--- config.mk ---
export PLATFORM = sky130hd
export DESIGN_NAME = qcc_top
export DESIGN_NICKNAME = d
export VERILOG_FILES = /design/src/qcc_top_end.sv /design/src/qcc_pkg.sv /design/src/qcc_top.sv
export VERILOG_INCLUDE_DIRS = /design/src
export SDC_FILE = /design/constraint.sdc
export NUM_CORES = 1
export LEC_CHECK = 0
export CORE_ASPECT_RATIO = 2
export CORE_MARGIN = 1
export CORE_UTILIZATION = 40
export CTS_CLUSTER_DIAMETER = 60
export DETAILED_ROUTE_END_ITERATION = 7
export DONT_BUFFER_PORTS = 1
export PLACE_DENSITY_LB_ADDON = 0.12
export SLEW_MARGIN = 20
export SYNTH_ARGS = -nofsm -noshare
export SYNTH_HDL_FRONTEND = slang
export SYNTH_SLANG_ARGS = --single-unit
export TNS_END_PERCENT = 5
--- constraint.sdc ---
create_clock -name SYS_CLK -period 6 [get_ports SYS_CLK]
set_input_delay 0.3 -clock SYS_CLK [delete_from_list [all_inputs] [get_ports SYS_CLK]]
set_output_delay 0.3 -clock SYS_CLK [all_outputs]
set_load 0.02 [all_outputs]
--- src/qcc_defines.svh ---
// constants of the quadrature counter control block
// assumes a 32-bit apb slave, one word per register
`ifndef QCC_DEFINES_SVH
`define QCC_DEFINES_SVH

// ************************************************************
// register byte offsets
// ************************************************************
`define QCC_OFS_CONTROL   8'h00
`define QCC_OFS_PINCFG    8'h04
`define QCC_OFS_POS_LOW   8'h08
`define QCC_OFS_POS_HIGH  8'h0c
`define QCC_OFS_INDEX_CNT 8'h10

// ************************************************************
// control field positions
// ************************************************************
`define QCC_CTL_ENABLE    15
`define QCC_CTL_IDLE_STOP 13
`define QCC_CTL_POSITION_INIT_MODE_HI  12
`define QCC_CTL_POSITION_INIT_MODE_LO  10
`define QCC_CTL_IMV_HI    9
`define QCC_CTL_IMV_LO    8
`define QCC_CTL_DIV_HI    6
`define QCC_CTL_DIV_LO    4
`define QCC_CTL_POL       3
`define QCC_CTL_GATE_EN   2
`define QCC_CTL_MODE_HI   1
`define QCC_CTL_MODE_LO   0
`define QCC_CTL_MASK      16'hb77f

// ************************************************************
// pin config field positions
// ************************************************************
`define QCC_PIN_CFG_HI    15
`define QCC_PIN_CFG_LO    4
`define QCC_PIN_SWAP      8
`define QCC_PIN_HOME_POL  7
`define QCC_PIN_INDEX_POL 6
`define QCC_PIN_B_POL     5
`define QCC_PIN_A_POL     4

// ************************************************************
// reset values and init mode codes
// ************************************************************
`define QCC_RST_CONTROL   16'h0000
`define QCC_RST_PINCFG    12'h000
`define QCC_POSITION_INIT_MODE_INDEX   3'h1

`endif

--- src/qcc_top_end.sv ---
// no logic of its own: the whole block sits in qcc_top.sv

--- src/qcc_pkg.sv ---
// types of the quadrature counter control block
// assumes qcc_defines.svh supplies the numeric constants
package qcc_pkg;

  // ************************************************************
  // counter modes
  // ************************************************************
  typedef enum logic [1:0] {
    QCC_MODE_QUAD     = 2'h0,
    QCC_MODE_EXT_DIR  = 2'h1,
    QCC_MODE_EXT_GATE = 2'h2,
    QCC_MODE_TIMER    = 2'h3
  } qcc_mode_t;

endpackage

--- src/qcc_top.sv ---
// quadrature counter control: prescaler, modes, position and index counters
// assumes an apb master on SYS_CLK and encoder pins from outside the domain
`timescale 1ns/1ps
`include "qcc_defines.svh"
`default_nettype none

// What this block does
// - three-bit prescale divides internal counter clock by 1 up to 128.
// - polarity bit one counts negative, zero positive; up/down input may flip.
// - gate enable one lets external gate stop the position counter.
// - mode 11 counts prescaled internal clock as a timer.
// - mode 10 counts external clock pulses while the gate is high.
// - mode 01 counts external clock pulses, direction from up/down input.
// - mode 00 decodes phase A and B into position counts.
// - modes 10 and 11 run the index counter as a timer, init mode ignored.
// - mode 00: phase levels equal match value reset the position counter.
module qcc_top
  import qcc_pkg::*;
(
  input  wire logic        SYS_CLK,
  input  wire logic        RST,
  input  wire logic        PSEL,
  input  wire logic        PENABLE,
  input  wire logic        PWRITE,
  input  wire logic [7:0]  PADDR,
  input  wire logic [31:0] PWDATA,
  output logic             PREADY,
  output logic [31:0]      PRDATA,
  output logic             PSLVERR,
  input  wire logic        PHASE_A,
  input  wire logic        PHASE_B,
  input  wire logic        INDEX,
  input  wire logic        HOME,
  input  wire logic        EXT_GATE,
  output logic [31:0]      POSITION_COUNT
);

  // ************************************************************
  // registers
  // ************************************************************
  logic [15:0] control;
  logic [11:0] pin_config;
  logic [31:0] position;
  logic [15:0] index_count;
  logic [6:0]  prescale_cnt;

  // ************************************************************
  // input synchronisers
  // ************************************************************
  logic [4:0] pin_raw;
  logic [4:0] sync1;
  logic [4:0] sync2;
  logic [4:0] sync3;
  logic [4:0] pin_clean;

  assign pin_raw = {EXT_GATE, HOME, INDEX, PHASE_B, PHASE_A};

  genvar gi;
  generate
    for (gi = 0; gi < 5; gi = gi + 1) begin : g_sync
      always_ff @(posedge SYS_CLK or posedge RST) begin
        if (RST) begin
          sync1[gi]     <= 1'b0;
          sync2[gi]     <= 1'b0;
          sync3[gi]     <= 1'b0;
          pin_clean[gi] <= 1'b0;
        end else begin
          sync1[gi] <= pin_raw[gi];
          sync2[gi] <= sync1[gi];
          sync3[gi] <= sync2[gi];
          if (sync2[gi] == sync3[gi]) begin
            pin_clean[gi] <= sync3[gi];
          end
        end
      end
    end
  endgenerate

  // ************************************************************
  // polarity and swap
  // ************************************************************
  logic pa_pol;
  logic pb_pol;
  logic phase_a;
  logic phase_b;
  logic index_in;
  logic home_in;
  logic gate_in;

  assign pa_pol   = pin_clean[0] ^ pin_config[`QCC_PIN_A_POL - 4];
  assign pb_pol   = pin_clean[1] ^ pin_config[`QCC_PIN_B_POL - 4];
  assign phase_a  = pin_config[`QCC_PIN_SWAP - 4] ? pb_pol : pa_pol;
  assign phase_b  = pin_config[`QCC_PIN_SWAP - 4] ? pa_pol : pb_pol;
  assign index_in = pin_clean[2] ^ pin_config[`QCC_PIN_INDEX_POL - 4];
  assign home_in  = pin_clean[3] ^ pin_config[`QCC_PIN_HOME_POL - 4];
  assign gate_in  = pin_clean[4];

  // ************************************************************
  // control fields
  // ************************************************************
  qcc_mode_t   mode;
  logic        enable;
  logic [2:0]  init_mode;
  logic [1:0]  match_value;
  logic [2:0]  prescale;
  logic        polarity;
  logic        gate_en;

  assign mode        = qcc_mode_t'(control[`QCC_CTL_MODE_HI:`QCC_CTL_MODE_LO]);
  assign enable      = control[`QCC_CTL_ENABLE];
  assign init_mode   = control[`QCC_CTL_POSITION_INIT_MODE_HI:`QCC_CTL_POSITION_INIT_MODE_LO];
  assign match_value = control[`QCC_CTL_IMV_HI:`QCC_CTL_IMV_LO];
  assign prescale    = control[`QCC_CTL_DIV_HI:`QCC_CTL_DIV_LO];
  assign polarity    = control[`QCC_CTL_POL];
  assign gate_en     = control[`QCC_CTL_GATE_EN];

  // ************************************************************
  // apb access
  // ************************************************************
  logic apb_write;
  logic wr_control;
  logic wr_pincfg;
  logic wr_pos_low;
  logic wr_pos_high;
  logic wr_index;
  logic addr_ok;

  assign apb_write   = PSEL & PENABLE & PREADY & PWRITE;
  assign wr_control  = apb_write & (PADDR == `QCC_OFS_CONTROL);
  assign wr_pincfg   = apb_write & (PADDR == `QCC_OFS_PINCFG);
  assign wr_pos_low  = apb_write & (PADDR == `QCC_OFS_POS_LOW);
  assign wr_pos_high = apb_write & (PADDR == `QCC_OFS_POS_HIGH);
  assign wr_index    = apb_write & (PADDR == `QCC_OFS_INDEX_CNT);
  assign addr_ok     = (PADDR == `QCC_OFS_CONTROL)
                     | (PADDR == `QCC_OFS_PINCFG)
                     | (PADDR == `QCC_OFS_POS_LOW)
                     | (PADDR == `QCC_OFS_POS_HIGH)
                     | (PADDR == `QCC_OFS_INDEX_CNT);

  logic [31:0] next_prdata;

  always_comb begin
    next_prdata = 32'h0000_0000;
    case (PADDR)
      `QCC_OFS_CONTROL:   next_prdata = {16'h0000, control};
      `QCC_OFS_PINCFG:    next_prdata = {16'h0000, pin_config,
                                         home_in, index_in, phase_b, phase_a};
      `QCC_OFS_POS_LOW:   next_prdata = {16'h0000, position[15:0]};
      `QCC_OFS_POS_HIGH:  next_prdata = {16'h0000, position[31:16]};
      `QCC_OFS_INDEX_CNT: next_prdata = {16'h0000, index_count};
      default:            next_prdata = 32'h0000_0000;
    endcase
  end

  // one wait state, then ready for one cycle
  always_ff @(posedge SYS_CLK or posedge RST) begin
    if (RST) begin
      PREADY  <= 1'b0;
      PRDATA  <= 32'h0000_0000;
      PSLVERR <= 1'b0;
    end else begin
      PREADY  <= PSEL & PENABLE & ~PREADY;
      PSLVERR <= PSEL & PENABLE & ~PREADY & ~addr_ok;
      if (PSEL & PENABLE & ~PREADY & ~PWRITE) begin
        PRDATA <= next_prdata;
      end
    end
  end

  always_ff @(posedge SYS_CLK or posedge RST) begin
    if (RST) begin
      control    <= `QCC_RST_CONTROL;
      pin_config <= `QCC_RST_PINCFG;
    end else begin
      if (wr_control) begin
        control <= PWDATA[15:0] & `QCC_CTL_MASK;
      end
      if (wr_pincfg) begin
        pin_config <= PWDATA[`QCC_PIN_CFG_HI:`QCC_PIN_CFG_LO];
      end
    end
  end

  // ************************************************************
  // prescaler
  // ************************************************************
  logic [7:0] prescale_span;
  logic       tick;

  assign prescale_span = (8'h01 << prescale) - 8'h01;
  assign tick = enable
              & ((prescale_cnt & prescale_span[6:0]) == prescale_span[6:0]);

  always_ff @(posedge SYS_CLK or posedge RST) begin
    if (RST) begin
      prescale_cnt <= 7'h00;
    end else if (!enable) begin
      prescale_cnt <= 7'h00;
    end else begin
      prescale_cnt <= prescale_cnt + 7'h01;
    end
  end

  // ************************************************************
  // edge detection
  // ************************************************************
  logic a_prev;
  logic b_prev;
  logic index_prev;

  always_ff @(posedge SYS_CLK or posedge RST) begin
    if (RST) begin
      a_prev     <= 1'b0;
      b_prev     <= 1'b0;
      index_prev <= 1'b0;
    end else begin
      a_prev     <= phase_a;
      b_prev     <= phase_b;
      index_prev <= index_in;
    end
  end

  logic quad_edge;
  logic quad_fwd;
  logic a_rise;
  logic index_rise;

  assign quad_edge  = (phase_a ^ a_prev) ^ (phase_b ^ b_prev);
  assign quad_fwd   = phase_a ^ b_prev;
  assign a_rise     = phase_a & ~a_prev;
  assign index_rise = index_in & ~index_prev;

  // ************************************************************
  // mode select
  // ************************************************************
  logic step;
  logic count_up;
  logic gate_ok;
  logic timer_mode;

  assign gate_ok    = ~gate_en | gate_in;
  assign timer_mode = (mode == QCC_MODE_EXT_GATE) | (mode == QCC_MODE_TIMER);

  always_comb begin
    step     = 1'b0;
    count_up = ~polarity;
    case (mode)
      QCC_MODE_QUAD: begin
        step     = quad_edge;
        count_up = quad_fwd ^ polarity;
      end
      QCC_MODE_EXT_DIR: begin
        step     = a_rise;
        count_up = phase_b ^ polarity;
      end
      QCC_MODE_EXT_GATE: begin
        step = a_rise & gate_in;
      end
      QCC_MODE_TIMER: begin
        step = tick;
      end
      default: begin
        step = 1'b0;
      end
    endcase
  end

  logic match_reset;
  logic index_reset;

  assign match_reset = enable & (mode == QCC_MODE_QUAD)
                     & ({phase_b, phase_a} == match_value);
  assign index_reset = enable & ~timer_mode & index_rise
                     & (init_mode == `QCC_POSITION_INIT_MODE_INDEX);

  // ************************************************************
  // position counter
  // ************************************************************
  always_ff @(posedge SYS_CLK or posedge RST) begin
    if (RST) begin
      position <= 32'h0000_0000;
    end else if (wr_pos_low) begin
      position[15:0] <= PWDATA[15:0];
    end else if (wr_pos_high) begin
      position[31:16] <= PWDATA[15:0];
    end else if (match_reset) begin
      position <= 32'h0000_0000;
    end else if (index_reset) begin
      position <= 32'h0000_0000;
    end else if (enable & step & gate_ok) begin
      position <= count_up ? position + 32'h0000_0001
                           : position - 32'h0000_0001;
    end
  end

  // ************************************************************
  // index counter
  // ************************************************************
  always_ff @(posedge SYS_CLK or posedge RST) begin
    if (RST) begin
      index_count <= 16'h0000;
    end else if (wr_index) begin
      index_count <= PWDATA[15:0];
    end else if (enable & timer_mode & tick) begin
      index_count <= count_up ? index_count + 16'h0001
                              : index_count - 16'h0001;
    end else if (enable & ~timer_mode & index_rise) begin
      index_count <= count_up ? index_count + 16'h0001
                              : index_count - 16'h0001;
    end
  end

  always_ff @(posedge SYS_CLK or posedge RST) begin
    if (RST) begin
      POSITION_COUNT <= 32'h0000_0000;
    end else begin
      POSITION_COUNT <= position;
    end
  end

endmodule

`default_nettype wire

==> Word level (Yosys, flattened, before mapping) <==
Index checks and enable logic that the tools add are counted.
{ "word_totals": {"register_bits": 169, "inputBits": 50, "elab_cells": 130} }
{ "classes": {"add_sub_neg": 6, "n_eq_ne": 16, "shift": 1, "n_mux": 17, "bitwise_logic": 50, "n_reduce_logical": 7} }
{ "op_table": {"columns": ["op", "n"], "rows": [
  ["$mux W32", 4],
  ["$mux W16", 7],
  ["$pmux W16 S5", 1],
  ["$add A32 B1 Y32 const B", 1],
  ["$sub A32 B1 Y32 const B", 1],
  ["$and A1 B1 Y1", 24],
  ["$add A16 B1 Y16 const B", 1],
  ["$eq A8 B4 Y1 const B", 2],
  ["$sub A16 B1 Y16 const B", 1],
  ["$xor A1 B1 Y1", 10],
  ["$not A1 Y1", 9],
  ["$eq A8 B3 Y1 const B", 1],
  ["$eq A8 B5 Y1 const B", 1],
  ["$logic_not A8 Y1", 1],
  ["$reduce_bool A4 Y1", 2],
  ["$add A7 B1 Y7 const B", 1],
  ["$and A7 B7 Y7", 1],
  ["$eq A7 B7 Y1", 1],
  ["$mux W7", 1],
  ["$shl A1 B3 Y7 const A", 1],
  ["$sub A7 B1 Y7 const B", 1],
  ["$or A1 B1 Y1", 6],
  ["$eq A1 B1 Y1", 5],
  ["$eq A2 B1 Y1 const B", 2],
  ["other kinds (9)", 12]
]} }

==> Longest topological paths before layout <==
Gate-level depths: netlist of run 1.
{ "logic_depth": {"word_depth": 13, "depth_mapped": 20, "ltp_nobuf": 15} }

==> Least setup slack after synthesis of run 1 <==
Ideal clock, no wire load.
{ "synth_timing": {"kind": "flip-flop to flip-flop", "start": "reg pin_config[0]", "end": "reg position[26]", "arrival_time_ps": 3828, "required_time_ps": 5931, "setup_slack_ps": 2102, "path_stages_with_launch": 19, "path_buffers": 4, "period_less_slack_ps": 3898, "cell_sequence": "dfrtp_1 xnor3_1 a22o_1 or3_1 buf_2 nand2_2 buf_2 buf_2 nand2_1 nand2_1 ha_1 clkbuf_1 nand2_1 nor2_1 nand3_1 nor4_1 a31oi_1 or4_1 nand3_1"} }
{ "synth_via": {"elab_chain_cells": 10, "word_cells_on_any_way": 24} }
{ "synth_rtl": {"columns": ["item", "line_no", "source"], "rows": [
  ["start, declared", "qcc_top.sv:42", "logic [11:0] pin_config;"],
  ["start signal, assigned", "qcc_top.sv:173", "pin_config <= `QCC_RST_PINCFG;"],
  ["start signal, assigned", "qcc_top.sv:179", "pin_config <= PWDATA[`QCC_PIN_CFG_HI:`QCC_PIN_CFG_LO];"],
  ["$xor A1 B1 Y1 (*)", "qcc_top.sv:90", "assign pa_pol = pin_clean[0] ^ pin_config[`QCC_PIN_A_POL - 4];"],
  ["$mux W1", "qcc_top.sv:92", "assign phase_a = pin_config[`QCC_PIN_SWAP - 4] ? pb_pol : pa_pol;"],
  ["$xor A1 B1 Y1", "qcc_top.sv:229", "assign quad_fwd = phase_a ^ b_prev;"],
  ["$xor A1 B1 Y1", "qcc_top.sv:250", "count_up = quad_fwd ^ polarity;"],
  ["$pmux W1 S2", "qcc_top.sv:247", "case (mode)"],
  ["$mux W32", "qcc_top.sv:291", "position <= count_up ? position + 32'h0000_0001"],
  ["$mux W32", "qcc_top.sv:290", "end else if (enable & step & gate_ok) begin"],
  ["$mux W32", "qcc_top.sv:288", "end else if (index_reset) begin"],
  ["$mux W32", "qcc_top.sv:286", "end else if (match_reset) begin"],
  ["$mux W16", "qcc_top.sv:284", "end else if (wr_pos_high) begin"],
  ["end signal, assigned", "qcc_top.sv:285", "position[31:16] <= PWDATA[15:0];"],
  ["end signal, assigned", "qcc_top.sv:291", null],
  ["end, declared", "qcc_top.sv:43", "logic [31:0] position;"]
]} }
Every way passes the cells marked *; elsewhere a longest branch is shown, timed or not. The select of a mux whose other input is x is not followed.
A chain may end at the register's enable or synchronous reset.

==> Worst setup path in the final report of run 1 <==
{ "layout_timing": {"start": "reg pin_clean[1]", "end": "reg position[30]"} }
{ "layout_via": {"elab_chain_cells": 10, "word_cells_on_any_way": 24} }
{ "layout_rtl": {"columns": ["item", "line_no", "source"], "rows": [
  ["start, declared", "qcc_top.sv:54", "logic [4:0] pin_clean;"],
  ["start signal, assigned by index", "qcc_top.sv:72", "pin_clean[gi] <= sync3[gi];"],
  ["$xor A1 B1 Y1 (*)", "qcc_top.sv:91", "assign pb_pol = pin_clean[1] ^ pin_config[`QCC_PIN_B_POL - 4];"],
  ["$mux W1", "qcc_top.sv:92", null],
  ["$xor A1 B1 Y1", "qcc_top.sv:229", null],
  ["$xor A1 B1 Y1", "qcc_top.sv:250", null],
  ["$pmux W1 S2", "qcc_top.sv:247", null],
  ["$mux W32", "qcc_top.sv:291", null],
  ["$mux W32", "qcc_top.sv:290", null],
  ["$mux W32", "qcc_top.sv:288", null],
  ["$mux W32", "qcc_top.sv:286", null],
  ["$mux W16", "qcc_top.sv:284", null]
]} }
Marks and branches as above.

==> flow_summary.yaml, run 1 <==
finish:
  drive_gt1_share_pct: 9.99
  final_nets: 955
  areaGrowthSynthToFinish_pct: 11.4
  final_cell_count_no_fill: 1183
  nFillCells: 2077
timing:
  period_share_pct: 78.7
  worst_pin_slew_ns: 0.896
  maxSlewHeadroom_pct: 40.1
  period_needed_ns: 4.72
  final-max-slew-violation-count: 0
  finClkSkew_ns: 0.0177
  hold_violations: 0
  rsz0062_at_grt: "false"
  setup_viol: 0
  tns_ns: 0
  fmax_ghz: 0.212
hold_path:
  hold_path.startpoint: "PWDATA[10]"
  min_path_type: "input port to flip-flop"
  hold_path_depth: 1
  min_to: "pin_config[6]$_DFFE_PP0P_"
critical_path:
  startpoint: "pin_clean[1]$_DFFE_PP0N_"
  crit_family: "simple AND/OR/NAND/NOR gates"
  max_stage_delay_ns: 0.71
  crit_chain: "xnor3_1 -> a22o_1 -> nor3_1 -> buf_4 -> or3_1 -> nand2_1 -> ha_1 -> nor4_1 -> and4_1 -> a311oi_1 -> a221oi_1 -> xnor2_1 -> a22oi_1 -> a21oi_1"
  r2r_cells: 14
  critPathKind: "flip-flop to flip-flop"
  r2r_end: "position[30]$_DFFE_PP0P_"
  cp_max_fo: 9
  arrival_ns: 5.10
  start_kind: "flip-flop"
  rr_startpoint: "pin_clean[1]$_DFFE_PP0N_"
  r2r_slack_ns: 1.28
  critical_path_buf_inv_count: 1
  cp.required_ns: 6.37
  slowest_stage: "nor4_1"
  endpoint_kind: "flip-flop"
global_routing:
  grt_max_degree: 84
  grt_pass1_vias: 7407
  grt_first_pass_wirelength_mm: 48.7
  grt.total_usage_pct: 31.1
  overflow: 0
  antenna_found_initial: 1
clock_network:
  tritoncts: "built"
  cts_setup_buffers: 0
  h-tree-depth: 4
  cts.sinks: 153
  clockRootBuffer: "clkbuf_16"
  ctsResizeCount: 0
  insertion_delay_ns: 0.45
  holdBufCountCts: 23
  cts_max_path_buffers: 2
  cts-buffers-inserted: 17
  clk_pin_slew_worst_paths_ns: 0.07
logic_synthesis:
  syn_avg_cell_area_um2: 9.37
  synth.distinct_cells: 71
  synthCells: 905
  syn-cell-area_um2: 8480
  synth-edff-count: 0
  synthFlopType: "dfrtp_1"
  ys_warn_count: 0
  async_flop_share_pct: 100
  yosysSeqAreaShare_pct: 45.2
  ys_ff_latch: 153
floorplan:
  die_h_um: 208
  ioPinCount: 116
  chipWidth_um: 105
  dieArea_um2: 21800
  row_count: 75
  initial_core_util_pct: 40.7
  coreArea_um2: 20800
placed_design:
  port_buffers: 0
  place_congestion: 1.03
  dp_hpwl_mm: 22.9
  dp_cells: 1125
power_and_ir_drop:
  powerDensity_nw_per_um2: 271
  power.total_uw: 2560
  power_leakage_uw: 0.00396
  max-vdd-ir-drop_mv: 0.168
detailed_routing:
  drt_pass1_iterations: 8
  totalWireLength_mm: 32.6
  avgViaCountPerCell: 6.33
  drt_iter0_markers: 647
  wire_per_inst_um: 27.5
  drc_errors: 0
  vias: 7483
  ant_nets: 0
flow_run:
  drv_cap: 0
outcome:
  status: "complete, no violations"
metrics by stage:
step / area (um^2) / util (%) / setup WS [ns] / hold slack [ns]
floorplan: 8530 / - / 1.58 / 0.331
global placement: 8640 / 41.5 / 1.40 / 0.331
detailed placement: 8640 / 41.5 / 1.39 / 0.331
CTS: 9430 / 45.3 / 1.35 / 0.000927
global route: 9440 / 45.3 / 1.08 / 0.00154
finish: 9450 / 45.3 / 1.28 / 0.0173
flip-flops by register name, summed over array words and instances (netlist names), 7 cells and up:
signal and flops:
position 32, POSITION_COUNT 32, pin_config 12, PRDATA 16, control 13, index_count 16, prescale_cnt 7
cells in the mapped netlist, drive strengths merged (15+ instances only):
cell | count | area share, %
a21oi | 29 | 1.7
buf | 28 | 2.1
clkbuf | 51 | 2.3
dfrtp | 153 | 45
inv | 16 | 0.71
mux2 | 28 | 3.7
mux2i | 27 | 3.2
nand2 | 95 | 4.2
nand3 | 30 | 1.8
nand4 | 15 | 1.1
nor2 | 75 | 3.3
nor3 | 32 | 1.9
nor4 | 20 | 1.5
o21ai | 73 | 4.4
or3 | 19 | 1.4
xnor2 | 16 | 1.7
cell usage in the layout, fill, tap and decap left out, types with 5 or more instances in the layout:
master         synthesis  final
a21boi_0               5      5
a21o_1                 8      8
a21oi_1               29     29
a221o_1                6      6
a221oi_1               7      7
a222oi_1               9      9
a22oi_1               12     12
a31oi_1               11     11
a32oi_1                5      5
and2_1                 9      9
and3_1                 6      6
buf_4                 16     15
clkbuf_16              0     17
clkinvlp_4             0      5
conb_1                 1     16
dfrtp_1              153    153
dlygate4sd3_1          0     23
ha_1                   7      7
inv_1                 16     15
maj3_1                 5      5
mux2_2                28     28
mux2i_1               27     27
nand2_1               94     94
nand3_1               30     30
nand4_1               15     15
nor2_1                75     75
nor3_1                31     27
nor3_2                 1      5
nor3b_1               11     11
nor4_1                20     20
o21ai_0               69     68
o2bb2ai_1              5      5
o31ai_1                7      7
or3_1                 19     19
or4_1                 10     10
xnor2_1               16     16
xor2_1                 7      7
layer usage:
metal / GRT usage (%) / wire length [um] / up-vias
li1: - / - / 3303
met1: 32.7 / 11300 / 3680
met2: 53.3 / 16700 / 369
met3: 5.43 / 1760 / 131
met4: 26.1 / 2880 / 0
met5: 0 / 0 / -
worst max path at each step:
| stage | to | slack, ns | depth (start not counted) |
|---|---|---|---|
| 2_1_floorplan | POSITION_COUNT[0]$_DFF_PP0_ | 1.58 | 1 |
| 3_3_place_gp | position[30]$_DFFE_PP0P_ | 1.40 | 14 |
| 3_5_place_dp | position[30]$_DFFE_PP0P_ | 1.39 | 14 |
| 4_1_cts | position[30]$_DFFE_PP0P_ | 1.35 | 14 |
| 5_1_grt | position[30]$_DFFE_PP0P_ | 1.08 | 14 |
| 6_report | position[30]$_DFFE_PP0P_ | 1.28 | 14 |
worst register-to-register path, delay by kind of cell (launching register included):
family          cells  cell delay (ns)
flops               1             0.55
xor+xnor            2             0.57
compound gates      5             1.03
buf+inv             1             0.23
simple gates        5             2.00
fa+ha+maj           1             0.29
where the power goes:
group | internal, uW | switching (uW) | total [uW]
registers | 1060 | 65.3 | 1130
clock network | 592 | 454 | 1050
logic | 136 | 252 | 388
total | 1790 | 770 | 2560
final cells by class:
| class | instances | area [um^2] | area share, % |
|---|---|---|---|
| multi-input combinational | 672 | 4310 | 45.6 |
| sequential | 153 | 3830 | 40.5 |
| clock buffer | 22 | 464 | 4.91 |
| timing repair buffer | 38 | 343 | 3.63 |
| tap | 269 | 337 | 3.56 |
| clock inverter | 10 | 95.1 | 1.01 |
| inverter | 16 | 65.1 | 0.689 |
| antenna | 3 | 7.51 | 0.0795 |
cell families (layout without fill, tap and decap cells):
kind of cell | after synthesis | in the layout | synth area share [%]
muxes | 55 | 55 | 6.91
other | 1 | 19 | 0.0442
DFF | 153 | 153 | 45.2
xor gates and xnor gates | 25 | 25 | 2.91
and+or+nand+nor | 348 | 348 | 20.6
AOI/OAI and AO/OA | 216 | 216 | 17.7
buffers and inverters | 95 | 86 | 5.02
adders and majority gates | 12 | 12 | 1.62
Note: power is estimated with default switching activity, not from simulation.
==> inputs of run 2 (changes only) <==
==> constraint.sdc (replaced) <==
create_clock -name SYS_CLK -period 4.9 [get_ports SYS_CLK]
set_input_delay 0.245 -clock SYS_CLK [delete_from_list [all_inputs] [get_ports SYS_CLK]]
set_output_delay 0.245 -clock SYS_CLK [all_outputs]
set_load 0.02 [all_outputs]
==> run 2 against run 1 <==
  * Critical path depth did not move
  * Global-route usage down 1.3 points
  * Non-clock buffer count grew 2
  * Sequential share of layout area is 0.19 points lower
  * Critical endpoint is now position[26]$_DFFE_PP0P_
  * Largest cell class unchanged
  * Highest routed layer is now met5
==> flow_summary.yaml, run 2 (synthesis gave the netlist of run 1 again) <==
outcome:
  status: "complete, no violations"
timing:
  setup_viol: 0
  hold_violations: 0
  final-max-slew-violation-count: 0
  period_needed_ns: 4.30
  period_share_pct: 87.8
  fmax_ghz: 0.232
  rsz0062_at_grt: "false"
  finClkSkew_ns: 0.00951
  worst_pin_slew_ns: 1.06
  setup_slack_ns: 0.597
  tns_ns: 0
  maxSlewHeadroom_pct: 29.0
  holdWs_ns: 0.0206
detailed_routing:
  ant_nets: 0
  vias: 7423
  wire_per_inst_um: 26.2
  totalWireLength_mm: 31.0
  avgViaCountPerCell: 6.27
  drt_pass1_iterations: 7
  drc_errors: 0
  drt_iter0_markers: 665
placed_design:
  dp_hpwl_mm: 22.4
  dp_slack_ns: 0.695
  place_congestion: 0.995
  port_buffers: 0
clock_network:
  cts-buffers-inserted: 17
  clockRootBuffer: "clkbuf_16"
  cts_max_path_buffers: 2
  insertion_delay_ns: 0.45
  tritoncts: "built"
  cts_setup_buffers: 0
  h-tree-depth: 4
  clk_pin_slew_worst_paths_ns: 0.06
  cts.sinks: 153
critical_path:
  crit_chain: "nor3b_1 -> a22o_1 -> or3_1 -> nand2_2 -> nand2_1 -> nand2_1 -> ha_1 -> nor4_1 -> and3_1 -> nand2_1 -> nor3_1 -> a31oi_1 -> or4_1 -> nand3_1"
  cp.required_ns: 5.28
  arrival_ns: 4.68
  max_stage_delay_ns: 0.66
  crit_top_cell: "nand2_1"
  r2r_slack_ns: 0.60
  endpoint_kind: "flip-flop"
  critPathKind: "flip-flop to flip-flop"
  cp_max_fo: 15
  slowest_stage: "nor4_1"
  start_kind: "flip-flop"
global_routing:
  overflow: 0
  grt_pass1_vias: 7275
  antenna_found_initial: 1
  grt.total_usage_pct: 29.7
  grt_first_pass_wirelength_mm: 46.9
  grt_max_degree: 70
floorplan:
  coreArea_um2: 20800
  dieArea_um2: 21800
  row_count: 75
  ioPinCount: 116
  initial_core_util_pct: 40.7
  chipWidth_um: 105
  die_h_um: 208
finish:
  nFillCells: 2063
  final_nets: 957
  areaGrowthSynthToFinish_pct: 12.0
  final_common_cell: "dfrtp_1"
  final_cell_mix: "153 x dfrtp_1, 94 x nand2_1, 75 x nor2_1"
  reg.largest.list: "POSITION_COUNT (32), position (32)"
  drive_gt1_share_pct: 10.2
power_and_ir_drop:
  pwr-share-seq_pct: 43.2
  power.clock.fraction_pct: 42.1
  power.total_uw: 3200
  swShare_pct: 29.7
  powerDensity_nw_per_um2: 338
  switchingPower_uw: 952
  power_leakage_uw: 0.00399
  max-vdd-ir-drop_mv: 0.234
  p_int_uw: 2250
  comb_power_share_pct: 14.7
flow_run:
  drv_cap: 0
hold_path:
  min_path_type: "input port to flip-flop"
==> run 2: cell types whose count changed in the layout (fill, tap and decap cells not counted), sizes merged <==
| cell | change |
|---|---|
| buf | +1 |
| bufinv | +1 |
| clkbuf | -2 |
| clkinv | +2 |
| clkinvlp | -2 |
| diode | -2 |
| dlygate4sd3 | +1 |
| inv | +1 |
==> run 2: cell type report <==
class                      count  area [um^2]  share of cell area, %
clock buffer                  20          457                   4.81
tap                          269          337                   3.55
clock inverter                12          140                   1.48
sequential                   153         3830                   40.3
timing repair buffer          40          360                   3.80
multi-input combinational    672         4300                   45.3
inverter                      16         65.1                  0.686
antenna                        1         2.50                 0.0264
==> run 2: metrics by stage <==
stage | cell area [um^2] | util (%) | cells
floorplan | 8530 | - | 920
global placement | 8650 | 41.5 | 1126
detailed placement | 8650 | 41.5 | 1126
CTS | 9490 | 45.5 | 1182
global route | 9490 | 45.6 | 1183
finish | 9490 | 45.6 | 1183
==> run 2: critical path: cells and delay by family (launching register included) <==
kind | cells | cell delay (ns)
AND/OR/NAND/NOR | 11 | 3.10
flip-flops | 1 | 0.55
AO/OA/AOI/OAI | 2 | 0.35
adder cells (fa/ha/maj) | 1 | 0.22
==> run 2: final timing paths <==
kind | startpoint | endpoint | cells past startpoint
hold reg to reg | sync1[1]$_DFF_PP0_ | sync2[1]$_DFF_PP0_ | 0
min in group asynchronous | RST | POSITION_COUNT[5]$_DFF_PP0_ | 2
hold / removal | PWDATA[9] | position[9]$_DFFE_PP0P_ | 2
setup / recovery | control[0]$_DFFE_PP0P_ | position[26]$_DFFE_PP0P_ | 14
max in group asynchronous | RST | sync2[4]$_DFF_PP0_ | 3
setup reg to reg | control[0]$_DFFE_PP0P_ | position[26]$_DFFE_PP0P_ | 14
==> run 2: power groups by stage <==
stage	Combinational (uW)	Clock [uW]	Sequential (uW)
after floorplan	342	0	1370
after global placement	419	0	1400
after detailed placement	427	0	1410
after CTS	465	1380	1380
after global routing	507	1420	1390
final	472	1350	1380
==> run 2: repair_timing <==
action                                 4_1_cts  5_1_grt
gates resized for setup                      0        0
hold buffers                                24        0
endpoints found under the hold margin      106        0
==> run 2: metal layers <==
layer / GRT usage, % / part of all wire (%) / up-vias
li1: - / - / 3307
met1: 31.5 / 35 / 3675
met2: 51.2 / 51 / 338
met3: 5.62 / 5.6 / 101
met4: 23.5 / 8.5 / 2
met5: 0 / 0.055 / -
==> inputs of run 3 (changes only) <==
--- a/config.mk
+++ b/config.mk
@@ -6,8 +6,7 @@
 export SDC_FILE = /design/constraint.sdc
 export NUM_CORES = 1
 export LEC_CHECK = 0
-export CORE_ASPECT_RATIO = 2
-export CORE_MARGIN = 1
+export CORE_ASPECT_RATIO = 0.8
 export CORE_UTILIZATION = 40
 export CTS_CLUSTER_DIAMETER = 60
 export DETAILED_ROUTE_END_ITERATION = 7
==> run 3 against run 2 <==
  * Worst hold slack got worse by 0.010 ns
  * Global-route usage down 2.0 points
  * Clock power is 7% higher
  * Clock-buffer cell count grew 2
  * Non-clock buffer count is 1 lower
  * Clock skew fell by 0.0030 ns
  * Critical path depth is 1 lower
  * Sequential power barely moved
  * Design area grew 0.49%
  * Sequential share of layout area decreased by 0.20 points
  * Critical endpoint unchanged
  * Largest cell class unchanged
  * Largest power group is now the clock network
==> flow_summary.yaml, run 3 (synthesis gave the netlist of run 1 again) <==
critical_path:
  crit_chain: "xnor3_1 -> a22oi_1 -> a21boi_0 -> or3_1 -> nand2_1 -> ha_1 -> nand2_1 -> nor2_1 -> nand3_1 -> nor4_1 -> a31oi_1 -> or4_1 -> nand3_1"
  max_stage_delay_ns: 0.61
  start_kind: "flip-flop"
  slowest_stage: "nor4_1"
  endpoint_kind: "flip-flop"
  cp.required_ns: 5.26
  crit_family: "simple AND/OR/NAND/NOR gates"
  arrival_ns: 4.60
  r2r_slack_ns: 0.66
  critPathKind: "flip-flop to flip-flop"
  critical_path_buf_inv_count: 0
  cp_max_fo: 9
floorplan:
  initial_core_util_pct: 40.8
  dieArea_um2: 21800
  die_h_um: 132
  ioPinCount: 116
  coreArea_um2: 20800
  chipWidth_um: 165
  row_count: 47
finish:
  areaGrowthSynthToFinish_pct: 12.5
  reg.largest.list: "POSITION_COUNT (32), position (32)"
  final_nets: 956
  final_common_cell: "dfrtp_1"
  final_cell_mix: "153 x dfrtp_1, 94 x nand2_1, 75 x nor2_1"
  drive_gt1_share_pct: 10.2
power_and_ir_drop:
  switchingPower_uw: 935
  swShare_pct: 28.3
  p_int_uw: 2360
  power.clock.fraction_pct: 44.0
  pwr-share-seq_pct: 41.8
  power_leakage_uw: 0.00403
  comb_power_share_pct: 14.2
  max-vdd-ir-drop_mv: 0.161
  powerDensity_nw_per_um2: 346
timing:
  tns_ns: 0
  holdWs_ns: 0.0105
  period_needed_ns: 4.24
  maxSlewHeadroom_pct: 33.2
  period_share_pct: 86.5
  hold_violations: 0
  setup_viol: 0
  worst_pin_slew_ns: 0.994
  finClkSkew_ns: 0.00653
  final-max-slew-violation-count: 0
  rsz0062_at_grt: "false"
  fmax_ghz: 0.236
detailed_routing:
  wire_per_inst_um: 24.8
  avgViaCountPerCell: 6.38
  drc_errors: 0
  drt_pass1_iterations: 6
  vias: 7565
  drt_iter0_markers: 1027
  totalWireLength_mm: 29.4
  ant_nets: 0
clock_network:
  insertion_delay_ns: 0.43
  cts-buffers-inserted: 17
  cts_max_path_buffers: 2
  holdBufCountCts: 22
  clockRootBuffer: "clkbuf_16"
  tritoncts: "built"
  ctsResizeCount: 0
  cts.sinks: 153
  h-tree-depth: 4
  clk_pin_slew_worst_paths_ns: 0.06
  cts_setup_buffers: 0
global_routing:
  grt.total_usage_pct: 27.7
  grt_first_pass_wirelength_mm: 44.5
  overflow: 0
  antenna_found_initial: 4
  grt_max_degree: 111
  grt_pass1_vias: 7026
outcome:
  status: "complete, no violations"
placed_design:
  port_buffers: 0
  place_congestion: 0.954
  dp_hpwl_mm: 20.2
flow_run:
  drv_cap: 0
hold_path:
  min_path_type: "input port to flip-flop"
==> run 3: final timing paths <==
| kind | startpoint | to | depth (start not counted) |
|---|---|---|---|
| worst min-delay path | PWDATA[4] | position[20]$_DFFE_PP0P_ | 2 |
| worst min register to register | sync1[4]$_DFF_PP0_ | sync2[4]$_DFF_PP0_ | 0 |
| max in group asynchronous | RST | position[21]$_DFFE_PP0P_ | 3 |
| worst max-delay path | pin_config[0]$_DFFE_PP0P_ | position[26]$_DFFE_PP0P_ | 13 |
| worst max register to register | pin_config[0]$_DFFE_PP0P_ | position[26]$_DFFE_PP0P_ | 13 |
| min in group asynchronous | RST | PRDATA[15]$_DFFE_PP0P_ | 2 |
==> run 3: worst register-to-register path, cell delays in order (launching register included) <==
cell and delay, ns:
dfrtp_1 0.40, xnor3_1 0.44, a22oi_1 0.22, a21boi_0 0.17
or3_1 0.53, nand2_1 0.13, ha_1 0.35, nand2_1 0.18
nor2_1 0.25, nand3_1 0.20, nor4_1 0.61, a31oi_1 0.19
or4_1 0.43, nand3_1 0.08
==> run 3: power groups by stage <==
stage	sequential [uW]	clock [uW]	combinational [uW]
after floorplan	1370	0	342
after global placement	1400	0	416
after detailed placement	1400	0	420
after CTS	1380	1470	455
after global routing	1380	1520	510
final	1380	1450	467
==> run 3: metal layers <==
| layer | wire length, um | track usage, % |
|---|---|---|
| met1 | 12900 | 40.9 |
| met2 | 11800 | 37.2 |
| met3 | 3610 | 8.97 |
| met4 | 1080 | 10.5 |
| met5 | 13 | 0 |
==> run 3: cell type report <==
| type | instances | area [um^2] |
|---|---|---|
| antenna | 4 | 10.0 |
| clock buffer | 22 | 474 |
| clock inverter | 10 | 165 |
| fill | 1959 | 11200 |
| inverter | 16 | 67.6 |
| multi-input combinational | 672 | 4310 |
| sequential | 153 | 3830 |
| tap | 269 | 337 |
| timing repair buffer | 39 | 348 |
==> run 3: metrics by stage <==
stage	cell area, um^2	setup WS, ns	utilization (%)	cells	power [uW]
global placement	8660	0.860	41.7	1127	1820
global route	9530	0.370	45.9	1182	3420
floorplan	8530	0.534	-	920	1710
detailed placement	8660	0.850	41.7	1127	1820
CTS	9520	0.831	45.9	1181	3300
finish	9540	0.661	45.9	1185	3300
